### src/hdl/fspe_pkg.sv
// shared constants and types of the flash self-programming enable block
package fspe_pkg;

    // ********************************************
    // register map
    // ********************************************
    localparam logic [31:0] FSPE_ENABLE_ADDR = 32'hffff_fca0;
    localparam logic [31:0] FSPE_UNLOCK_ADDR = 32'hffff_fca8;
    localparam logic [7:0] FSPE_ENABLE_RESET = 8'h00;
    localparam int FSPE_EN_BIT = 0;

    // ********************************************
    // bus encodings
    // ********************************************
    localparam logic [2:0] FSPE_HSIZE_BYTE = 3'h0;
    localparam logic [2:0] FSPE_HSIZE_WORD = 3'h2;
    localparam logic [1:0] FSPE_HTRANS_NONSEQ = 2'h2;
    localparam logic FSPE_HRESP_OKAY = 1'h0;

    // ********************************************
    // relocated vector entry points, byte offsets from ram base
    // ********************************************
    localparam logic [31:0] FSPE_MI_ENTRY = 32'h0000_0000;
    localparam logic [31:0] FSPE_NMI_ENTRY = 32'h0000_0004;

    // ********************************************
    // state encodings
    // ********************************************
    typedef enum logic [1:0] {
        FSPE_SEL_NONE = 2'b00,
        FSPE_SEL_ENABLE = 2'b01,
        FSPE_SEL_UNLOCK = 2'b10
    } fspe_sel_e;

    typedef enum logic [1:0] {
        FSPE_VEC_IDLE = 2'b00,
        FSPE_VEC_RELOC = 2'b01
    } fspe_vec_e;

endpackage

### src/hdl/fspe_sync3.sv
// three-stage synchroniser for a pin, change accepted when stages two and three agree
`timescale 1ns/100ps
module fspe_sync3 (
    input wire logic hclk,
    input wire logic hresetn,
    input wire logic pin,
    output logic level
);
    typedef struct packed {
        logic s1;
        logic s2;
        logic s3;
        logic level;
    } fspe_sync_s;

    fspe_sync_s st;
    fspe_sync_s next_st;

    // s1 feeds only s2, so a metastable s1 never reaches the compare
    always_comb begin
        next_st = st;
        next_st.s1 = pin;
        next_st.s2 = st.s1;
        next_st.s3 = st.s2;
        if (st.s2 == st.s3) begin
            next_st.level = st.s3;
        end
    end

    always_ff @(posedge hclk or negedge hresetn) begin
        if (!hresetn) begin
            st <= '0;
        end else begin
            st <= next_st;
        end
    end

    assign level = st.level;
endmodule // fspe_sync3

### src/hdl/fspe_ctrl.sv
// flash self-programming enable gate with interrupt vector relocation, ahb-lite slave
`timescale 1ns/100ps
module fspe_ctrl
    import fspe_pkg::*;
#(
    parameter logic [31:0] RAM_BASE = 32'h1000_0000
) (
    input wire logic hclk,
    input wire logic hresetn,
    input wire logic hsel,
    input wire logic [31:0] haddr,
    input wire logic [1:0] htrans,
    input wire logic hwrite,
    input wire logic [2:0] hsize,
    input wire logic [31:0] hwdata,
    input wire logic hready,
    output logic hreadyout,
    output logic hresp,
    output logic [31:0] hrdata,
    input wire logic flash_mode_pin,
    output logic flash_write_permit,
    input wire logic self_prog_active,
    input wire logic mi_ack,
    input wire logic [15:0] mi_code,
    input wire logic [31:0] mi_flash_vector,
    input wire logic nmi_ack,
    input wire logic [15:0] nmi_code,
    input wire logic [31:0] nmi_flash_vector,
    output logic vector_valid,
    output logic [31:0] vector_addr,
    output logic [31:0] exception_cause_reg
);
    // ********************************************
    // state
    // ********************************************
    typedef struct packed {
        logic dph_valid;
        logic dph_write;
        fspe_sel_e dph_sel;
        logic dph_byte;
        logic en;
        logic armed;
        logic permit;
        fspe_vec_e vstate;
        logic vec_valid;
        logic [31:0] vec_addr;
        logic [31:0] pend_addr;
        logic [31:0] cause;
    } fspe_st_s;

    fspe_st_s st;
    fspe_st_s next_st;
    logic pin_level;
    logic addr_phase;
    logic en_wr;
    logic unlock_wr;

    function automatic fspe_sel_e decode(input logic [31:0] a);
        if (a == FSPE_ENABLE_ADDR) begin
            return FSPE_SEL_ENABLE;
        end else if (a == FSPE_UNLOCK_ADDR) begin
            return FSPE_SEL_UNLOCK;
        end
        return FSPE_SEL_NONE;
    endfunction

    fspe_sync3 u_pin_sync (
        .hclk(hclk),
        .hresetn(hresetn),
        .pin(flash_mode_pin),
        .level(pin_level)
    );

    assign addr_phase = hsel && hready && (htrans == FSPE_HTRANS_NONSEQ);
    assign en_wr = st.dph_valid && st.dph_write && (st.dph_sel == FSPE_SEL_ENABLE);
    assign unlock_wr = st.dph_valid && st.dph_write && st.dph_byte
        && (st.dph_sel == FSPE_SEL_UNLOCK);

    // ********************************************
    // next state
    // ********************************************
    always_comb begin
        next_st = st;
        next_st.vec_valid = 1'b0;
        // address phase capture
        next_st.dph_valid = addr_phase;
        if (addr_phase) begin
            next_st.dph_write = hwrite;
            next_st.dph_sel = decode(haddr);
            next_st.dph_byte = (hsize == FSPE_HSIZE_BYTE);
        end
        // protected write, valid in any operating mode
        if (en_wr) begin
            if (st.armed) begin
                next_st.en = hwdata[FSPE_EN_BIT];
            end
            next_st.armed = 1'b0;
        end else if (unlock_wr) begin
            next_st.armed = 1'b1;
        end else if (st.dph_valid) begin
            // any other access between the two stores breaks the sequence
            next_st.armed = 1'b0;
        end
        // one cycle lag keeps the permit glitch free; nothing else is steered
        next_st.permit = st.en | pin_level;
        // vector handling, non-maskable wins a simultaneous acknowledge
        case (st.vstate)
            FSPE_VEC_IDLE: begin
                if (nmi_ack) begin
                    next_st.cause[31:16] = nmi_code;
                    if (self_prog_active) begin
                        next_st.pend_addr = RAM_BASE + FSPE_NMI_ENTRY;
                        next_st.vstate = FSPE_VEC_RELOC;
                    end else begin
                        next_st.vec_addr = nmi_flash_vector;
                        next_st.vec_valid = 1'b1;
                    end
                end else if (mi_ack) begin
                    next_st.cause[15:0] = mi_code;
                    if (self_prog_active) begin
                        next_st.pend_addr = RAM_BASE + FSPE_MI_ENTRY;
                        next_st.vstate = FSPE_VEC_RELOC;
                    end else begin
                        next_st.vec_addr = mi_flash_vector;
                        next_st.vec_valid = 1'b1;
                    end
                end
            end
            FSPE_VEC_RELOC: begin
                // extra stage for the relocated path; acks here are dropped
                next_st.vec_addr = st.pend_addr;
                next_st.vec_valid = 1'b1;
                next_st.vstate = FSPE_VEC_IDLE;
            end
            default: begin
                next_st.vstate = FSPE_VEC_IDLE;
            end
        endcase
    end

    always_ff @(posedge hclk or negedge hresetn) begin
        if (!hresetn) begin
            st <= '0;
            st.en <= FSPE_ENABLE_RESET[FSPE_EN_BIT];
        end else begin
            st <= next_st;
        end
    end

    // ********************************************
    // outputs
    // ********************************************
    // zero wait states; the unlock register reads as zero
    assign hreadyout = 1'b1;
    assign hresp = FSPE_HRESP_OKAY;
    always_comb begin
        hrdata = 32'h0000_0000;
        if (st.dph_valid && !st.dph_write && st.dph_sel == FSPE_SEL_ENABLE) begin
            hrdata[FSPE_EN_BIT] = st.en;
        end
    end
    assign flash_write_permit = st.permit;
    assign vector_valid = st.vec_valid;
    assign vector_addr = st.vec_addr;
    assign exception_cause_reg = st.cause;

    // ********************************************
    // checks
    // ********************************************
    unarmed_write_a: assert property (@(posedge hclk) disable iff (!hresetn)
        (en_wr && !st.armed) |=> (st.en == $past(st.en)))
        else $error("enable changed without unlock");

    armed_write_a: assert property (@(posedge hclk) disable iff (!hresetn)
        (en_wr && st.armed) |=> (st.en == $past(hwdata[0])) && !st.armed)
        else $error("armed enable write not taken");

    unlock_arms_a: assert property (@(posedge hclk) disable iff (!hresetn)
        unlock_wr |=> st.armed)
        else $error("unlock write did not arm");

    other_access_a: assert property (@(posedge hclk) disable iff (!hresetn)
        (st.dph_valid && !unlock_wr) |=> !st.armed)
        else $error("arm survived another access");

    permit_or_a: assert property (@(posedge hclk) disable iff (!hresetn)
        ##1 flash_write_permit == ($past(st.en) | $past(pin_level)))
        else $error("permit not enable or pin");

    read_zero_a: assert property (@(posedge hclk) disable iff (!hresetn)
        hrdata[31:1] == 31'h0000_0000)
        else $error("upper read bits not zero");

    mi_reloc_a: assert property (@(posedge hclk) disable iff (!hresetn)
        (st.vstate == FSPE_VEC_IDLE && mi_ack && !nmi_ack && self_prog_active)
        |=> !vector_valid ##1 (vector_valid && vector_addr == RAM_BASE))
        else $error("maskable not relocated");

    nmi_reloc_a: assert property (@(posedge hclk) disable iff (!hresetn)
        (st.vstate == FSPE_VEC_IDLE && nmi_ack && self_prog_active)
        |=> ##1 (vector_valid && vector_addr == RAM_BASE + 32'h0000_0004))
        else $error("nmi not relocated");

    flash_vec_a: assert property (@(posedge hclk) disable iff (!hresetn)
        (st.vstate == FSPE_VEC_IDLE && mi_ack && !nmi_ack && !self_prog_active)
        |=> (vector_valid && vector_addr == $past(mi_flash_vector)))
        else $error("normal vector not used");

    cause_rec_a: assert property (@(posedge hclk) disable iff (!hresetn)
        (st.vstate == FSPE_VEC_IDLE && nmi_ack) |=> exception_cause_reg[31:16] == $past(nmi_code))
        else $error("fatal cause not recorded");

    read_enable_a: assert property (@(posedge hclk) disable iff (!hresetn)
        (st.dph_valid && !st.dph_write && st.dph_sel == FSPE_SEL_ENABLE)
        |-> (hrdata[0] == st.en))
        else $error("enable bit not read back");

    unlock_read_a: assert property (@(posedge hclk) disable iff (!hresetn)
        (st.dph_valid && !st.dph_write && st.dph_sel != FSPE_SEL_ENABLE)
        |-> (hrdata == 32'h0000_0000))
        else $error("unlock or unmapped read not zero");

    read_idle_a: assert property (@(posedge hclk) disable iff (!hresetn)
        !(st.dph_valid && !st.dph_write)
        |-> (hrdata == 32'h0000_0000))
        else $error("read data outside read phase");

    word_unlock_a: assert property (@(posedge hclk) disable iff (!hresetn)
        (st.dph_valid && st.dph_write && st.dph_sel == FSPE_SEL_UNLOCK && !st.dph_byte)
        |=> !st.armed)
        else $error("word unlock armed the gate");

    enable_hold_a: assert property (@(posedge hclk) disable iff (!hresetn)
        !en_wr
        |=> (st.en == $past(st.en)))
        else $error("enable changed without a write");

    permit_bit_a: assert property (@(posedge hclk) disable iff (!hresetn)
        st.en
        |=> flash_write_permit)
        else $error("enable bit did not permit");

    permit_pin_a: assert property (@(posedge hclk) disable iff (!hresetn)
        pin_level
        |=> flash_write_permit)
        else $error("mode pin did not permit");

    permit_off_a: assert property (@(posedge hclk) disable iff (!hresetn)
        (!st.en && !pin_level)
        |=> !flash_write_permit)
        else $error("permit without bit or pin");

    nmi_flash_a: assert property (@(posedge hclk) disable iff (!hresetn)
        (st.vstate == FSPE_VEC_IDLE && nmi_ack && !self_prog_active)
        |=> (vector_valid && vector_addr == $past(nmi_flash_vector)))
        else $error("nmi normal vector not used");

    nmi_priority_a: assert property (@(posedge hclk) disable iff (!hresetn)
        (st.vstate == FSPE_VEC_IDLE && nmi_ack && mi_ack && !self_prog_active)
        |=> (vector_addr == $past(nmi_flash_vector)))
        else $error("maskable won over nmi");

    mi_cause_a: assert property (@(posedge hclk) disable iff (!hresetn)
        (st.vstate == FSPE_VEC_IDLE && mi_ack && !nmi_ack)
        |=> (exception_cause_reg[15:0] == $past(mi_code)))
        else $error("maskable cause not recorded");

    mi_cause_keep_a: assert property (@(posedge hclk) disable iff (!hresetn)
        (st.vstate == FSPE_VEC_IDLE && nmi_ack)
        |=> (exception_cause_reg[15:0] == $past(exception_cause_reg[15:0])))
        else $error("maskable cause overwritten by nmi");

    reloc_delay_a: assert property (@(posedge hclk) disable iff (!hresetn)
        (st.vstate == FSPE_VEC_IDLE && (mi_ack || nmi_ack) && self_prog_active)
        |=> !vector_valid)
        else $error("relocated vector came early");

    reloc_done_a: assert property (@(posedge hclk) disable iff (!hresetn)
        (st.vstate == FSPE_VEC_RELOC)
        |=> (st.vstate == FSPE_VEC_IDLE && vector_valid))
        else $error("relocated vector not issued");

    bus_okay_a: assert property (@(posedge hclk) disable iff (!hresetn)
        hreadyout
        |-> (hresp == FSPE_HRESP_OKAY))
        else $error("bus response not okay");
endmodule // fspe_ctrl

### config.mk
export PLATFORM = sky130hd
export DESIGN_NAME = fspe_ctrl
export DESIGN_NICKNAME = d
export VERILOG_FILES = /design/src/hdl/fspe_pkg.sv /design/src/hdl/fspe_sync3.sv /design/src/hdl/fspe_ctrl.sv
export SDC_FILE = /design/constraint.sdc
export NUM_CORES = 1
export LEC_CHECK = 0
export BUFFER_PORTS_ARGS = -buffer_cell sky130_fd_sc_hd__buf_2
export CORE_MARGIN = 8
export CORE_UTILIZATION = 35
export CTS_BUF_LIST = sky130_fd_sc_hd__clkbuf_2 sky130_fd_sc_hd__clkbuf_4 sky130_fd_sc_hd__clkbuf_8
export DETAILED_ROUTE_END_ITERATION = 6
export PLACE_DENSITY_LB_ADDON = 0.1
export SYNTH_ARGS = -nofsm -noshare
export SYNTH_HDL_FRONTEND = slang
export SYNTH_SLANG_ARGS = --single-unit
export TNS_END_PERCENT = 1
### constraint.sdc
create_clock -name hclk -period 1.8 [get_ports hclk]
set_input_delay 0.18 -clock hclk [delete_from_list [all_inputs] [get_ports hclk]]
set_output_delay 0.18 -clock hclk [all_outputs]
set_load 0.05 [all_outputs]
## After elaboration in Yosys (flattened, before gate mapping)

Cells that the tools add are included.
Widths: inputs -> output; s select.

| word-level totals | value |
|---|---|
| output and inout port bits | 100 |
| bits of input ports | 174 |
| register bits | 111 |
| logic and storage cells | 69 |

| operators by class | value |
|---|---|
| equality and inequality tests | 12 |
| bitwise operators | 2 |
| muxes and demuxes | 19 |
| reductions and logical operators | 19 |

Operators with widths:

| operator | number |
|---|---|
| $mux 67 | 2 |
| $mux 33 | 2 |
| $pmux 33 s2 | 1 |
| $eq 32x32->1 const B | 2 |
| $mux 32 | 2 |
| $mux 2 | 5 |
| $ne 3x3->1 const B | 3 |
| $logic_and 1x1->1 | 8 |
| $reduce_and 4->1 | 2 |
| $mux 1 | 7 |
| $eq 2x1->1 const B | 2 |
| $eq 2x2->1 const B | 2 |
| $ne 2x2->1 const B | 2 |
| $reduce_and 2->1 | 2 |
| $reduce_bool 2->1 | 2 |
| $logic_not 3->1 | 1 |
| $reduce_and 3->1 | 1 |
| $reduce_bool 3->1 | 1 |
| $logic_not 2->1 | 1 |
| $eq 1x1->1 | 1 |
| $logic_not 1->1 | 1 |
| $not 1->1 | 1 |
| $or 1x1->1 | 1 |

## Depth between registers and ports, before layout

| depth | value |
|---|---|
| depth in word-level cells | 5 |
| depth in mapped cells | 6 |
| gate-level depth less buffers | 4 |

## Cells and area by module

A second synthesis with hierarchy kept.

| unflattened totals | value |
|---|---|
| cell total of the unflattened synthesis | 345 |
| area total of the unflattened synthesis | 4131.5 um2 |

By module, submodules not included:

| module | area each (um2) | instances | cells each | sequential area each (um2) |
|---|---|---|---|---|
| fspe_ctrl | 4020.1 | 1 | 340 | 1926.8 |
| fspe_sync3 | 111.4 | 1 | 5 | 100.1 |

## Least setup slack after synthesis

OpenSTA, ideal clock, no wires.

| path | value |
|---|---|
| kind | register to output |
| start | register st[104] (netlist bit) |
| end | output hrdata[0] |
| required time | 1.620 ns |
| path slack | -0.085 ns |
| buffers on the path | 0 |
| data arrival time | 1.705 ns |
| cell stages (with the launch flop) | 3 |
| path through | dfrtp_1 -> nand3b_1 -> nor3b_1 |

| on the way | value |
|---|---|
| word-level cells in the longest chain between the ends | 3 |

RTL lines:

| what | RTL line | RTL |
|---|---|---|
| start: declaration | fspe_ctrl.sv:51 | `fspe_st_s st;` |
| start signal: assignment | fspe_ctrl.sv:146 | `st <= next_st;` |
| $eq 2x1->1 | fspe_ctrl.sv:158 | `if (st.dph_valid && !st.dph_write && st.dph_sel == FSPE_SEL_ENABLE) begin` |
| $logic_and 1x1->1 | fspe_ctrl.sv:158 |  |
| $mux 1 | fspe_ctrl.sv:158 |  |
| end: declaration | fspe_ctrl.sv:19 | `output logic [31:0] hrdata,` |

No other way between the ends.

## Worst setup path after layout

Same ends and word-level chain as after synthesis.

==> metrics.txt <==
max_cap viols 0; Synth Flop Type dfrtp_1; Die X between 100 and 150 µm; status finished, final reports clean; leading area contributor after synthesis dfrtp_1; post-synth top area share between 40% and 50%; Routed WL about 10,000 µm; EDFF count, synth 0; top-count cell post-synth buf_4; post_cts resized 0; clk_lat worst skew ~0.34 ns; htree depth 3; Commonest cells post-synth buf_4, dfrtp_1, mux2_2, a22oi_1, o2bb2ai_1; fraction of layout cells with a size suffix above 1 54.9%; setup ws final roughly 0.21 ns; Peak VDD IR 534 µV; Clock Path Buffers 2; initial DRC count 93; Final GP Congestion 0.693; total core area around 11,000 µm²; CTS Sinks 81; Die ar. between 15,000 and 20,000 µm²; CP Capture Type output pin; Final Cycle Share between 80% and 90%; FP Rows 39; Detail Route Antenna Nets 0; Setup Skew 0.0100 ns; Post-Layout Inst Area between 4000 and 5000 µm²; cts bufs inserted 9; WS Path Type flop to output pin; GRT Total Usage roughly an eighth; cells taking the most area after synthesis dfrtp_1, buf_4, mux2_2; n_diodes 0; Post-CTS Setup Bufs 0; Rel. slew slack between 50% and 60%; placed wire-length estimate between 8000 and 9000 µm; vias in the first global route between 3,000 and 4,000; Final setup viols 0; Final nets 675; largest net degree at the start of global routing 48; gr ovfl total 0; count of cell types in the netlist 33; routed length per instance 16.1 µm; RSZ-0062 raised after global routing false; type of origin of the critical path flop; boundary pin count 274; drt drc 0; Yosys reg bits slightly above 80; Initial DRT Pass Iterations 4; Setup TNS 0 ns; FMAX 0.630 GHz; final design utilization between 40 and 50%; vias per cell between 4 and 5; DIE HEIGHT between 100 and 150 µm; post-synthesis sequential area ratio between 40% and 50%; CTS clk-pin slew, worst paths 0.08 ns; Post-Syn Area 4070 µm²; Hold WC Path Type primary input to flop; Slew Viols, Final 0; Avg Inst Size Synth between 10 and 15 µm²; Pwr Density about 1200 nW/µm²; P&R area growth vs syn 22.7%; Leak roughly 0.0025 µW; Tot Pwr 5780 µW; fin crit period between 1.5 and 2 ns; dpl cell area around 4700 µm²; WP data required around 1.6 ns; Post-CTS Hold Buffers 4; via count 2,938; initial antenna violation count 0; port bufs between 200 and 250; dpl ws between 0.3 and 0.4 ns; worst-path fanout max 3; first-pass GRT wire length around 16,000 µm; TritonCTS clock tree done; Post-Syn Instances between 300 and 400; Slew @ Worst Pin between 0.6 and 0.7 ns; Post-synth ARST share between 90% and 100%; CP arrival approximately 1.4 ns; Yosys warnings 0; effective utilization at floorplan ~36%; Final Hold Viols 0; clock root cell clkbuf_8
[logic make-up after synthesis]
kind of cell | after synthesis | share of synthesized area, %
other | 2 | 0.184
buffers and inverters | 117 | 20.5
AO/OA/AOI/OAI | 69 | 13.5
AND/OR/NAND/NOR | 39 | 5.84
adder cells (fa/ha/maj) | 1 | 0.246
flip-flops | 81 | 49.8
multiplexers | 36 | 9.95
[critical path, stage by stage (launching register included)]
cell and delay, ns:
dfrtp_1 0.39, nand3b_1 0.19, nor3b_2 0.20, buf_2 0.28
[routing by layer]
metal | vias up | global-route usage, % | wire [µm] | part of all wire [%]
met5 | - | 0 | 0 | 0
li1 | 1411 | - | - | -
met1 | 1371 | 15.6 | 4120 | 39
met4 | 0 | 6.09 | 183 | 1.8
met3 | 12 | 3.49 | 950 | 9.1
met2 | 144 | 21.8 | 5180 | 50
[final timing paths]
check	start	to	depth (start not counted)	slack, ns
min in group asynchronous	hresetn	st[102]	2	0.39
max	st[104]	hrdata[0]	3	0.21
max reg2reg	st[97]	exception_cause_reg[25]	4	0.32
min	hwrite	st[105]	3	0.03
max in group asynchronous	hresetn	exception_cause_reg[26]	3	0.82
min reg2reg	u_pin_sync.next_st[2]	u_pin_sync.next_st[1]	0	0.35
[cell type report]
type / count / area [µm²]
sequential: 81 / 2030
clock buffer: 14 / 174
multi-input combinational: 179 / 1340
tap: 143 / 179
inverter: 4 / 15.0
fill: 1100 / 6370
clock inverter: 2 / 60.1
timing repair buffer: 226 / 1200
[where the power goes]
group / internal (µW) / total (µW) / switching [µW]
clock network: 906 / 1540 / 634
registers: 2100 / 2230 / 133
logic: 541 / 2010 / 1470
[stage by stage]
stage               hold WS (ns)  std cells
CTS                      0.00562        649
floorplan                 -0.116        377
global placement           0.241        629
finish                    0.0298        649
detailed placement         0.253        629
global route              0.0159        649
[placed cells by master, fill, tap and decap left out]
master,instances
buf_2,208
dfrtp_1,81
mux2_2,35
conb_1,34
a22oi_1,32
o2bb2ai_1,30
buf_4,13
nand2_1,12
clkbuf_8,11
nor2_1,6
nand4_1,5
inv_1,4
o21ai_0,4
dlygate4sd3_1,4
clkbuf_4,3
nand3b_1,2
and4b_1,2
bufinv_16,2
o21bai_2,1
nor3b_2,1
or2_2,1
nand4b_1,1
nor4b_4,1
nor3b_4,1
and2_1,1
nand2b_1,1
nor4bb_1,1
nand3_1,1
nor4_1,1
nor3_1,1
o41ai_1,1
maj3_1,1
nor2b_1,1
a22o_1,1
mux2_1,1
buf_12,1
Note: power is estimated with default switching activity, not from simulation.
